<file path="config.mk">
export PLATFORM = sky130hd
export DESIGN_NAME = guard_timer
export DESIGN_NICKNAME = d
export VERILOG_FILES = /design/src/pkg/guard_pkg.sv /design/src/logic/guard_counter.sv /design/src/logic/guard_timer.sv
export SDC_FILE = /design/constraint.sdc
export NUM_CORES = 1
export LEC_CHECK = 0
export BUFFER_PORTS_ARGS = -buffer_cell sky130_fd_sc_hd__buf_2
export CAP_MARGIN = 40
export CELL_PAD_IN_SITES_DETAIL_PLACEMENT = 1
export CELL_PAD_IN_SITES_GLOBAL_PLACEMENT = 2
export CORE_UTILIZATION = 35
export CTS_CLUSTER_SIZE = 8
export DETAILED_ROUTE_END_ITERATION = 12
export GPL_ROUTABILITY_DRIVEN = 0
export PLACE_DENSITY = 0.93
export SYNTH_ARGS = -nofsm -noshare
export SYNTH_HDL_FRONTEND = slang
export SYNTH_SLANG_ARGS = --single-unit
export TNS_END_PERCENT = 1
</file>
<file path="constraint.sdc">
create_clock -name clk -period 7.25 [get_ports clk]
set_clock_uncertainty 0.05 [all_clocks]
set_input_delay 0.3625 -clock clk [delete_from_list [all_inputs] [get_ports clk]]
set_output_delay 0.3625 -clock clk [all_outputs]
set_load 0.01 [all_outputs]
</file>
<file path="src/pkg/guard_pkg.sv">
// Constants shared by the guard timer configuration block and its core
package guard_pkg;
   // Register indices; byte address is four times the index
   localparam logic [1:0] IDX_CONTROL  = 2'h0;
   localparam logic [1:0] IDX_STATUS   = 2'h1;
   localparam logic [1:0] IDX_KEY      = 2'h2;
   localparam logic [1:0] IDX_RESTART  = 2'h3;
   localparam int         ADDR_W       = 4;
   // Field positions
   localparam int         WIN_MSB      = 7;
   localparam int         WIN_LSB      = 4;
   localparam int         PER_MSB      = 3;
   localparam int         PER_LSB      = 0;
   localparam int         LOCK_BIT     = 7;
   localparam int         BUSY_BIT     = 0;
   // Status reset value and restart key
   localparam logic [7:0] STATUS_RESET = 8'h00;
   localparam logic [7:0] RESTART_KEY  = 8'h5a;
   // Guard unlock value and how long the unlock stays open
   localparam logic [7:0] GUARD_KEY    = 8'hd8;
   localparam int         GUARD_CYCLES = 8;
   // Watchdog ticks needed to carry a value across the domains
   localparam int         SYNC_TICKS   = 2;
   localparam logic [3:0] CODE_OFF     = 4'h0;
   localparam logic [3:0] CODE_MAX     = 4'hb;
   localparam int         CNT_W        = 14;
   localparam int         BASE_SHIFT   = 2;

   // Period length in watchdog ticks; reserved codes act as the longest
   function automatic logic [CNT_W-1:0] code_ticks(input logic [3:0] code);
      logic [3:0] c;
      c = (code > CODE_MAX) ? CODE_MAX : code;
      code_ticks = '0;
      if (c != CODE_OFF)
      begin
         code_ticks = CNT_W'(1) << (c + 4'(BASE_SHIFT));
      end
   endfunction
endpackage

</file>
<file path="src/logic/guard_counter.sv">
// Counting core: normal and windowed time-out with restart handling
`timescale 1ns/1ps
module guard_counter
   import guard_pkg::*;
(
   input  wire logic       clk,          // System clock
   input  wire logic       rst,          // Async reset, active high
   input  wire logic       tick,         // Watchdog oscillator tick
   input  wire logic [3:0] win_code,     // Closed period code
   input  wire logic [3:0] per_code,     // Time-out / open period code
   input  wire logic       restart,      // Restart request pulse
   input  wire logic       debug_mode,   // CPU halted in debug
   output logic            restart_busy, // Restart being synchronised
   output logic            sys_reset     // System reset request pulse
);
   typedef enum logic [3:0] {
      ST_OFF    = 4'b0001,
      ST_FIRST  = 4'b0010,
      ST_CLOSED = 4'b0100,
      ST_OPEN   = 4'b1000
   } cnt_state_e;

   cnt_state_e             state;
   logic [CNT_W-1:0]       cnt;
   logic [CNT_W-1:0]       cnt_inc;
   logic [1:0]             rs_ticks;
   logic                   apply;
   logic                   enabled;
   logic                   windowed;

   assign enabled  = (per_code != CODE_OFF);
   assign windowed = (win_code != CODE_OFF);
   assign cnt_inc  = cnt + CNT_W'(1);
   assign apply    = restart_busy && tick && (rs_ticks == 2'(SYNC_TICKS - 1));

   // Restart crossing; a second restart while one is pending is dropped
   always_ff @(posedge clk or posedge rst)
   begin
      if (rst)
      begin
         restart_busy <= 1'b0;
         rs_ticks     <= 2'h0;
      end
      else if (restart && !restart_busy)
      begin
         restart_busy <= 1'b1;
         rs_ticks     <= 2'h0;
      end
      else if (restart_busy && tick)
      begin
         rs_ticks <= rs_ticks + 2'h1;
         if (apply)
         begin
            restart_busy <= 1'b0;
         end
      end
   end

   always_ff @(posedge clk or posedge rst)
   begin
      if (rst)
      begin
         state     <= ST_OFF;
         cnt       <= '0;
         sys_reset <= 1'b0;
      end
      else
      begin
         sys_reset <= 1'b0;
         if (!enabled)
         begin
            state <= ST_OFF;
            cnt   <= '0;
         end
         else if (debug_mode)
         begin
            // Halted: counter cleared, resume with a plain time-out
            state <= ST_FIRST;
            cnt   <= '0;
         end
         else
         begin
            case (state)
               ST_OFF:
               begin
                  state <= ST_FIRST;
                  cnt   <= '0;
               end
               ST_FIRST:
               begin
                  if (apply)
                  begin
                     state <= windowed ? ST_CLOSED : ST_FIRST;
                     cnt   <= '0;
                  end
                  else if (tick && cnt_inc >= code_ticks(per_code))
                  begin
                     sys_reset <= 1'b1;
                     cnt       <= '0;
                  end
                  else if (tick)
                  begin
                     cnt <= cnt_inc;
                  end
               end
               ST_CLOSED:
               begin
                  if (!windowed)
                  begin
                     state <= ST_FIRST;
                     cnt   <= '0;
                  end
                  else if (apply)
                  begin
                     sys_reset <= 1'b1;
                     state     <= ST_FIRST;
                     cnt       <= '0;
                  end
                  else if (tick && cnt_inc >= code_ticks(win_code))
                  begin
                     state <= ST_OPEN;
                     cnt   <= '0;
                  end
                  else if (tick)
                  begin
                     cnt <= cnt_inc;
                  end
               end
               ST_OPEN:
               begin
                  if (!windowed)
                  begin
                     state <= ST_FIRST;
                     cnt   <= '0;
                  end
                  else if (apply)
                  begin
                     state <= ST_CLOSED;
                     cnt   <= '0;
                  end
                  else if (tick && cnt_inc >= code_ticks(per_code))
                  begin
                     sys_reset <= 1'b1;
                     state     <= ST_FIRST;
                     cnt       <= '0;
                  end
                  else if (tick)
                  begin
                     cnt <= cnt_inc;
                  end
               end
               default:
               begin
                  state <= ST_OFF;
                  cnt   <= '0;
               end
            endcase
         end
      end
   end

   closed_needs_window_a: assert property (
      @(posedge clk) disable iff (rst)
      (state == ST_CLOSED) |-> windowed)
      else $error("Closed period without window mode");

   closed_length_a: assert property (
      @(posedge clk) disable iff (rst)
      (state == ST_CLOSED && windowed && enabled && !debug_mode && !apply
       && tick && cnt_inc >= code_ticks(win_code)) |=> (state == ST_OPEN))
      else $error("Closed period overran its length");

   timeout_fires_a: assert property (
      @(posedge clk) disable iff (rst)
      (state == ST_FIRST && enabled && !debug_mode && !apply && tick
       && cnt_inc >= code_ticks(per_code)) |=> sys_reset)
      else $error("Missed time-out reset");

   open_expiry_a: assert property (
      @(posedge clk) disable iff (rst)
      (state == ST_OPEN && windowed && enabled && !debug_mode && !apply
       && tick && cnt_inc >= code_ticks(per_code)) |=> sys_reset)
      else $error("Open window expiry did not reset");

   early_restart_a: assert property (
      @(posedge clk) disable iff (rst)
      (state == ST_CLOSED && windowed && enabled && !debug_mode && apply)
      |=> sys_reset ##1 !sys_reset)
      else $error("Restart in closed period not punished");

   off_quiet_a: assert property (
      @(posedge clk) disable iff (rst)
      !enabled |=> (state == ST_OFF) && !sys_reset)
      else $error("Disabled guard still active");

   open_reached_c: cover property (
      @(posedge clk) disable iff (rst) state == ST_OPEN);
   early_reset_c: cover property (
      @(posedge clk) disable iff (rst)
      state == ST_CLOSED && apply && windowed && enabled && !debug_mode);
endmodule

</file>
<file path="src/logic/guard_timer.sv">
// Guard timer register file, protection, domain transfer and core
`timescale 1ns/1ps
// What this block does
// Non-zero window field selects window mode
// Window code sets closed length, doubling from 8
// Non-zero period field enables, sets time-out
// In window mode period field is open length
// Lock set makes control register read-only
// Lock set by software or after boot; clear in debug
// Period non-zero after boot sets lock
// Control write raises sync pending flag
// Flag clears itself when transfer completes
// Lock is key-guarded; pending flag is not
// Control reset value comes from boot fuse
// Missing restart before time-out resets system
// Restart during closed period resets system
// Software avoids control writes while pending
// Blocked control writes are silently dropped
module guard_timer
   import guard_pkg::*;
(
   input  wire logic              clk,                    // System clock
   input  wire logic              rst,                    // Async reset
   input  wire logic [ADDR_W-1:0] address,                // Byte address
   input  wire logic              read,                   // Read strobe
   input  wire logic              write,                  // Write strobe
   input  wire logic [3:0]        byteenable,             // Byte lanes
   input  wire logic [31:0]       writedata,              // Write data
   output logic [31:0]            readdata,               // Read data
   output logic                   waitrequest,            // Bus stall
   input  wire logic              wdt_tick,               // Oscillator tick
   input  wire logic [7:0]        boot_fuse_guard_setting, // Fuse value
   input  wire logic              boot_done,              // Boot finished
   input  wire logic              debug_mode,             // CPU in debug
   output logic                   restart_busy,           // Restart syncing
   output logic                   system_reset            // Reset request
);
   logic [7:0]             guard_control_reg;
   logic [7:0]             applied_ctrl;
   logic                   lock;
   logic                   sync_pending_flag;
   logic [1:0]             sync_ticks;
   logic                   loading;
   logic                   ack;
   logic [3:0]             guard_open_cnt;
   logic                   guard_open;
   logic                   take_wr;
   logic                   take_rd;
   logic [1:0]             idx;
   logic                   ctrl_wr;
   logic                   ctrl_ok;
   logic                   stat_wr;
   logic                   key_wr;
   logic                   rst_wr;
   logic                   boot_lock;
   logic                   sync_done;
   logic [7:0]             next_readdata;

   // Bus answer: request taken on its second edge
   assign waitrequest = (read || write) && !ack;
   assign take_wr     = write && ack;
   assign take_rd     = read && !ack;
   assign idx         = address[3:2];

   always_ff @(posedge clk or posedge rst)
   begin
      if (rst)
      begin
         ack <= 1'b0;
      end
      else
      begin
         ack <= (read || write) && !ack;
      end
   end

   assign ctrl_wr = take_wr && byteenable[0] && idx == IDX_CONTROL
                    && address[1:0] == 2'h0;
   assign stat_wr = take_wr && byteenable[0] && idx == IDX_STATUS
                    && address[1:0] == 2'h0;
   assign key_wr  = take_wr && byteenable[0] && idx == IDX_KEY
                    && address[1:0] == 2'h0;
   assign rst_wr  = take_wr && byteenable[0] && idx == IDX_RESTART
                    && address[1:0] == 2'h0
                    && writedata[7:0] == RESTART_KEY;
   assign ctrl_ok = ctrl_wr && guard_open && !lock;

   // Guard unlock window, used up by one protected write
   assign guard_open = (guard_open_cnt != 4'h0);

   always_ff @(posedge clk or posedge rst)
   begin
      if (rst)
      begin
         guard_open_cnt <= 4'h0;
      end
      else if (key_wr && writedata[7:0] == GUARD_KEY)
      begin
         guard_open_cnt <= 4'(GUARD_CYCLES);
      end
      else if ((ctrl_wr || stat_wr) && guard_open)
      begin
         guard_open_cnt <= 4'h0;
      end
      else if (guard_open)
      begin
         guard_open_cnt <= guard_open_cnt - 4'h1;
      end
   end

   // Control register: fuse value after reset, guarded writes after
   always_ff @(posedge clk or posedge rst)
   begin
      if (rst)
      begin
         loading           <= 1'b1;
         guard_control_reg <= 8'h00;
      end
      else if (loading)
      begin
         loading           <= 1'b0;
         guard_control_reg <= boot_fuse_guard_setting;
      end
      else if (ctrl_ok)
      begin
         guard_control_reg <= writedata[7:0];
      end
   end

   // Lock: software sets with key; clears only in debug with key
   assign boot_lock = boot_done && !loading
                      && guard_control_reg[PER_MSB:PER_LSB] != CODE_OFF;

   always_ff @(posedge clk or posedge rst)
   begin
      if (rst)
      begin
         lock <= STATUS_RESET[LOCK_BIT];
      end
      else if (boot_lock)
      begin
         lock <= 1'b1;
      end
      else if (stat_wr && guard_open)
      begin
         if (writedata[LOCK_BIT])
         begin
            lock <= 1'b1;
         end
         else if (debug_mode)
         begin
            lock <= 1'b0;
         end
      end
   end

   // Transfer of the control value into the watchdog tick domain
   assign sync_done = sync_pending_flag && wdt_tick
                      && sync_ticks == 2'(SYNC_TICKS - 1);

   always_ff @(posedge clk or posedge rst)
   begin
      if (rst)
      begin
         sync_pending_flag <= STATUS_RESET[BUSY_BIT];
         sync_ticks        <= 2'h0;
         applied_ctrl      <= 8'h00;
      end
      else if (loading)
      begin
         applied_ctrl <= boot_fuse_guard_setting;
      end
      else if (ctrl_ok)
      begin
         // A write while pending restarts the transfer
         sync_pending_flag <= 1'b1;
         sync_ticks        <= 2'h0;
      end
      else if (sync_pending_flag && wdt_tick)
      begin
         sync_ticks <= sync_ticks + 2'h1;
         if (sync_done)
         begin
            sync_pending_flag <= 1'b0;
            applied_ctrl      <= guard_control_reg;
         end
      end
   end

   // Read data captured on the first edge, valid at the taking edge
   always_comb
   begin
      next_readdata = 8'h00;
      if (address[1:0] == 2'h0)
      begin
         case (idx)
            IDX_CONTROL: next_readdata = guard_control_reg;
            IDX_STATUS:
            begin
               next_readdata[LOCK_BIT] = lock;
               next_readdata[BUSY_BIT] = sync_pending_flag;
            end
            default:     next_readdata = 8'h00;
         endcase
      end
   end

   always_ff @(posedge clk or posedge rst)
   begin
      if (rst)
      begin
         readdata <= 32'h0000_0000;
      end
      else if (take_rd)
      begin
         readdata <= {24'h00_0000, next_readdata};
      end
   end

   guard_counter i_guard_counter
   (
      .clk          (clk),
      .rst          (rst),
      .tick         (wdt_tick),
      .win_code     (applied_ctrl[WIN_MSB:WIN_LSB]),
      .per_code     (applied_ctrl[PER_MSB:PER_LSB]),
      .restart      (rst_wr),
      .debug_mode   (debug_mode),
      .restart_busy (restart_busy),
      .sys_reset    (system_reset)
   );

   bus_answer_a: assert property (
      @(posedge clk) disable iff (rst)
      ((read || write) && !ack) |=> !waitrequest)
      else $error("Bus request not answered next cycle");

   lock_freeze_a: assert property (
      @(posedge clk) disable iff (rst)
      (lock && ctrl_wr && !loading) |=> $stable(guard_control_reg))
      else $error("Locked control register changed");

   unguarded_drop_a: assert property (
      @(posedge clk) disable iff (rst)
      (ctrl_wr && !guard_open && !loading)
      |=> $stable(guard_control_reg) && !$rose(sync_pending_flag))
      else $error("Unguarded control write took effect");

   lock_sticky_a: assert property (
      @(posedge clk) disable iff (rst)
      (lock && !debug_mode) |=> lock)
      else $error("Lock cleared outside debug");

   lock_guarded_a: assert property (
      @(posedge clk) disable iff (rst)
      (stat_wr && !guard_open && !boot_lock) |=> $stable(lock))
      else $error("Lock changed without guard key");

   boot_lock_a: assert property (
      @(posedge clk) disable iff (rst)
      boot_lock |=> lock)
      else $error("Lock not set after boot");

   busy_rise_a: assert property (
      @(posedge clk) disable iff (rst)
      (ctrl_ok && !loading) |=> sync_pending_flag)
      else $error("Pending flag not raised by control write");

   busy_clear_a: assert property (
      @(posedge clk) disable iff (rst)
      (sync_done && !ctrl_ok)
      |=> !sync_pending_flag && applied_ctrl == $past(guard_control_reg))
      else $error("Transfer did not complete");

   fuse_load_a: assert property (
      @(posedge clk) disable iff (rst)
      loading |=> guard_control_reg == $past(boot_fuse_guard_setting)
      && applied_ctrl == $past(boot_fuse_guard_setting))
      else $error("Fuse value not loaded");

   locked_write_c: cover property (
      @(posedge clk) disable iff (rst) lock && ctrl_wr && guard_open);
   transfer_c: cover property (
      @(posedge clk) disable iff (rst) sync_done);
   timeout_c: cover property (
      @(posedge clk) disable iff (rst) system_reset);
endmodule

</file>
# [Word level (Yosys, flattened, before mapping)]
# Cells that the tools add are included.
[classes] add_sub_neg=6 magnitude_cmp=5 eq_ne=15 n_shift=2 n_mux=77 bitwise_logic=1 n_reduce_logical=58
[ops] op="14-bit two-way mux" n=26
[ops] op="4-bit two-way mux" n=14
[ops] op="8-bit two-way mux" n=7
[ops] op="14-bit >= comparator" n=3
[ops] op="14-bit case mux with 3 select lines" n=1
[ops] op="1-bit logical AND" n=28
[ops] op="1-bit by 4-bit left shift with 14-bit output, first input constant" n=2
[ops] op="4-bit nonzero test" n=6
[ops] op="1-bit two-way mux" n=19
[ops] op="4-bit case mux with 4 select lines" n=1
[ops] op="2-bit nonzero test" n=8
[ops] op="14-bit by 1-bit adder with 14-bit output, second input constant" n=1
[ops] op="6-bit by 5-bit inequality test with 1-bit output, second input constant" n=2
[ops] op="3-bit AND reduction" n=3
[ops] op="4-bit by 2-bit adder with 4-bit output, second input constant" n=2
[ops] op="8-bit by 7-bit == test with 1-bit output, second input constant" n=1
[ops] op="8-bit == test, second input constant" n=1
[ops] op="4-bit > comparator, second input constant" n=2
[ops] op="2-bit two-way mux" n=4
[ops] op="2-bit by 1-bit == test with 1-bit output, second input constant" n=3
[ops] op="6-bit two-way mux" n=1
[ops] op="2-bit AND reduction" n=3
[ops] op="3-bit nonzero test" n=2
[ops] op="2-bit by 1-bit adder with 2-bit output, second input constant" n=2
[ops] op="15 further kinds" n=22
[word_totals] reg_bits=56 in_bits=55 out_inout_bits=35 word_cells=178

# [Logic depth before layout (Yosys ltp)]
[logic_depth] word_depth=18 ltp_mapped=18 mapped_depth_nobuf=15

# [Cells and area by module]
# From an unflattened synthesis, not the netlist that was laid out.
[hier_totals] cells_unflattened=483 hier_area_um2=4279.1
[modules_own_cells] mod="guard_counter" instances=1 cells_each=302 area_per_inst_um2=2442.3 seq_area_each_um2=551.8
[modules_own_cells] mod="guard_timer" instances=1 cells_each=181 area_per_inst_um2=1836.8 seq_area_each_um2=852.1

# [Least setup slack after synthesis]
# OpenSTA, ideal clock, no wires.
[synth_path] path_type="flip-flop to flip-flop" startpoint="register applied_ctrl[3]" endpoint="register i_guard_counter.state[1]" setup_ps=121 arrival_time_ps=3232 required_time_ps=7079 path_slack_ps=3847 stages_incl_launch_ff=16 path_buffers=2 period_less_slack_ps=3403 cell_sequence="dfrtp_1 -> clkbuf_1 -> nor2b_1 -> ha_1 -> clkbuf_1 -> inv_1 -> nor2_1 -> o211ai_1 -> ha_1 -> a21oi_1 -> a21boi_0 -> o311a_1 -> o211a_1 -> a211oi_2 -> o21ai_2 -> a22o_1"
[synth_via] elab_chain_cells=14
[synth_lines] item="start: declaration" line_no="guard_timer.sv:39" source="logic [7:0] applied_ctrl;"
[synth_lines] item="start signal: assignment" line_no="guard_timer.sv:171" source="applied_ctrl <= boot_fuse_guard_setting;"
[synth_lines] item="start signal: assignment" line_no="guard_timer.sv:185" source="applied_ctrl <= guard_control_reg;"
[synth_lines] item="4-bit > comparator" line_no="guard_pkg.sv:32" source="c = (code > CODE_MAX) ? CODE_MAX : code;"
[synth_lines] item="4-bit two-way mux" line_no="guard_pkg.sv:32"
[synth_lines] item="4-bit by 2-bit adder with 4-bit output" line_no="guard_pkg.sv:36" source="code_ticks = CNT_W'(1) << (c + 4'(BASE_SHIFT));"
[synth_lines] item="1-bit by 4-bit left shift with 14-bit output" line_no="guard_pkg.sv:36"
[synth_lines] item="14-bit two-way mux" line_no="guard_pkg.sv:34" source="if (c != CODE_OFF)"
[synth_lines] item="14-bit two-way mux" line_no="guard_counter.sv:136" source="else if (apply)"
[synth_lines] item="14-bit two-way mux" line_no="guard_counter.sv:131" source="if (!windowed)"
[synth_lines] item="14-bit two-way mux" line_no="guard_counter.sv:83" source="case (state)"
[synth_lines] item="14-bit two-way mux" line_no="guard_counter.sv:75" source="else if (debug_mode)"
[synth_lines] item="14-bit two-way mux" line_no="guard_counter.sv:70" source="if (!enabled)"
[synth_lines] item="14-bit >= comparator" line_no="guard_counter.sv:141" source="else if (tick && cnt_inc >= code_ticks(per_code))"
[synth_lines] item="1-bit logical AND" line_no="guard_counter.sv:141"
[synth_lines] item="6-bit by 5-bit inequality test with 1-bit output (no line)"
[synth_lines] item="3-bit AND reduction (no line)"
[synth_lines] item="end signal: assignment" line_no="guard_counter.sv:93" source="state <= windowed ? ST_CLOSED : ST_FIRST;"
[synth_lines] item="end: declaration" line_no="guard_counter.sv:23" source="cnt_state_e state;"
# Several ways; a longest one is shown, not always the timed one. The select of a mux whose other input is x is not followed.
# A chain may end at the register's enable or synchronous reset.

# [Worst setup path after layout]
[layout_path] startpoint="register i_guard_counter.cnt[0]" endpoint="register i_guard_counter.state[1]"
[layout_via] elab_chain_cells=5
[layout_lines] item="start: declaration" line_no="guard_counter.sv:24" source="logic [CNT_W-1:0] cnt;"
[layout_lines] item="start signal: assignment" line_no="guard_counter.sv:103" source="cnt <= cnt_inc;"
[layout_lines] item="start signal: assignment" line_no="guard_counter.sv:126" source="cnt <= cnt_inc;"
[layout_lines] item="start signal: assignment" line_no="guard_counter.sv:149" source="cnt <= cnt_inc;"
[layout_lines] item="14-bit by 1-bit adder with 14-bit output *" line_no="guard_counter.sv:33" source="assign cnt_inc = cnt + CNT_W'(1);"
[layout_lines] item="14-bit >= comparator (on tied branches)" line_no="guard_counter.sv:141, guard_counter.sv:119"
[layout_lines] item="1-bit logical AND (on tied branches)" line_no="guard_counter.sv:141, guard_counter.sv:119"
[layout_lines] item="6-bit by 5-bit inequality test with 1-bit output (no line)"
[layout_lines] item="3-bit AND reduction (no line) *"
# Every way passes the cells marked *; elsewhere a longest branch is shown, timed or not.

==> results.md <==
- Root Buffer: clkbuf_16
- Met2 usage: 34.2%
- # hold bufs at CTS: 0
- DRC: 0
- Period minus WS final: 4.00 ns
- Worst setup margin: 3.25 ns
- Clock Path Buffers: 2
- Share of power burned in registers: 44.5%
- Synth Instances: 491
- Status: finished, final reports clean
- Clk pin slew, worst setup/hold paths: 0.07 ns
- Maximum VDD drop: 0.155 mV
- Asr flop ratio synth: 100%
- Count of state elements after synthesis: 56
- Die Y: 111 um
- Filler Cell Count: 1389
- Crit path max-delay family: compound AO/OA/AOI/OAI gates
- Yosys top cell area share: 32.4%
- Switching share of power: 34.9%
- CP bufs+invs: 0
- Met1 usage: 21.4%
- CTS tree: built
- DP Worst Slack: 3.26 ns
- Initial antenna violation count: 0
- H-tree Lvls: 2
- Netlist cell types: 54
- Slew HR: 41.4%
- Max FO, Critical Path: 15
- Pin count of the biggest net entering global routing: 57
- Unrepaired setup endpoints after global routing: no
- Site Rows: 39
- Post-cts resize count: 0
- Register area share after synthesis: 33.7%
- Total Wirelength: 10700 um
- Total GRT Usage: 17.9%
- Initial DRC count: 123
- Startpoint types: flip-flop
- R2r setup slk: 3.25 ns
- Area leader, netlist: dfrtp_1
- Fin Hold WS: 0.222 ns
- Gr busiest metal: met2
- Predominant post-synthesis flop cell: dfrtp_1
- Vias per cell: 5.38
- Setup violations, final: 0
- Power Internal: 0.590 mW
- Layout cell share with drive strength beyond 1: 11.5%
- Starting Density: 36.2%
- Synth area leaders: dfrtp_1 32%, ha_1 10%, nand2_1 7.0%
- Vias: 3537
- Area growth syn-to-layout: 7.32%
- WP data required: 7.38 ns
- Leakage power: 2.13 nW
- Final Total Pwr: 0.906 mW
- Largest register FFs: 14
- Vias in the first global route: 3708
- # IOs: 90
- Clk_lat worst skew: 0.29 ns
- I/O Buffers: 38
- Core area: 0.0115 mm2
- Final hold violation count: 0
- Layout Utilization: 38.9%
- Syn Area/Cell: 8.50 um2
- DP Wirelength: 8450 um
- FMAX: 0.250 GHz
- Grt total ovfl: 0
- # diodes: 0
- # Post-CTS Setup Buffers: 0
- MaxCap Viol Count: 0
- Die span in x: 111 um
- First-pass GRT wire length: 18100 um
- CTS buffer count: 5
- Die footprint: 0.0124 mm2
- Kind of critical path: flip-flop to flip-flop
- Critical path arrival: 4.13 ns
- GR Layer Usage met3: 1.75%
- Combinational Power Share: 29.5%
- Period utilisation layout: 55.1%
- P per Cell Area: 202 mW/mm2
- Post-route ant nets: 0
- Slowest-stage cell, CP: dfrtp_1
- Synthesis warning total: 0
- NetSw: 0.316 mW
- Hold WC Path Type: input pin to async pin
- Routed length per placed instance: 16.2 um
- Slew Limit Fails: 0
- NumNets Final: 604
- Number of synthesized flops with an enable pin: 0
- Setup_tns: 0 ns
- CP cell instances: ha_1 -> nand3_1 -> nor3_1 -> and3_1 -> and3_1 -> xor2_1 -> ha_1 -> a21oi_1 -> nand2_1 -> a211o_2 -> a211oi_2 -> o21ai_2 -> a22o_1
- Largest stage delay, worst path: 0.47 ns
- Clock power share: 26.0%
- Syn Std Cell Area: 0.00417 mm2
- Worst setup EP type: flip-flop
- Clock Sinks: 56
- Actual slew at the worst max-slew pin: 0.872 ns
- Register bank with the most flops: i_guard_counter.cnt
- Pre-antenna DRT Iters: 4
[worst min-delay path, delay by kind of cell]
kind,cells,cell delay [ns]
buffers and inverters,3,0.69
[layout by cell type (no fill, tap or decap), types with 10 or more instances in the layout]
cell type and n:
dfrtp_1 54, xor2_1 25, a31oi_1 17, conb_1 25
nand3_1 15, ha_1 35, o21ai_0 16, nor2_1 48
nand2_1 78, buf_2 38, inv_1 12, a21oi_1 16
nand4_1 10, nor3_1 13
[synthesized netlist by cell type (15+ instances only)]
cell type	instances
buf_4	25
nand3_1	15
dfrtp_1	54
a31oi_1	17
nand2_1	78
xor2_1	25
ha_1	35
o21ai_0	16
a21oi_1	16
nor2_1	48
[cells by family (layout without fill, tap and decap cells)]
| group | count (synthesis) | after routing | synth area share, % |
|---|---|---|---|
| xor gates and xnor gates | 33 | 33 | 6.93 |
| and+or+nand+nor | 212 | 212 | 25.0 |
| AOI/OAI and AO/OA | 87 | 87 | 13.8 |
| other | 1 | 25 | 0.0899 |
| DFF | 56 | 56 | 33.7 |
| muxes | 7 | 7 | 1.71 |
| adders and majority gates | 35 | 35 | 10.5 |
| buffers and inverters | 60 | 60 | 8.34 |
[final timing paths]
kind | depth (start not counted) | start | end
setup / recovery | 13 | i_guard_counter.cnt[0] | i_guard_counter.state[1]
hold / removal | 3 | rst | guard_open_cnt[2]
setup reg to reg | 13 | i_guard_counter.cnt[0] | i_guard_counter.state[1]
hold reg to reg | 1 | ack | ack
max in group asynchronous | 3 | rst | i_guard_counter.cnt[1]
min in group clk | 3 | read | ack
[layer usage]
| layer | share of wire [%] | vias to the layer above |
|---|---|---|
| met5 | 0 | - |
| met4 | 1.4 | 0 |
| met3 | 2.3 | 8 |
| met2 | 54 | 48 |
| met1 | 42 | 1775 |
| li1 | - | 1706 |
[through the flow]
step                      cell area, um2  std cells
after floorplan                     4260        515
after global placement              4340        650
after detailed placement            4340        650
after CTS                           4480        658
after global routing                4480        658
final                               4480        658
[area by class of cell]
cell class	instances	area [um2]	area share, %
Multi-Input combinational cell	399	2510	56.1
Sequential cell	56	1400	31.4
Timing Repair Buffer	39	198	4.42
Tap cell	143	179	4.00
Clock buffer	7	133	2.96
Inverter	13	48.8	1.09
Clock inverter	1	5.00	0.112
[power groups by stage]
stage	Clock [mW]	Sequential, mW	Combinational, mW
after floorplan	0	0.376	0.244
after global placement	0	0.406	0.250
after detailed placement	0	0.409	0.269
after CTS	0.240	0.403	0.270
after global routing	0.251	0.410	0.306
final	0.236	0.403	0.267
Note: power is estimated with default switching activity, not from simulation.
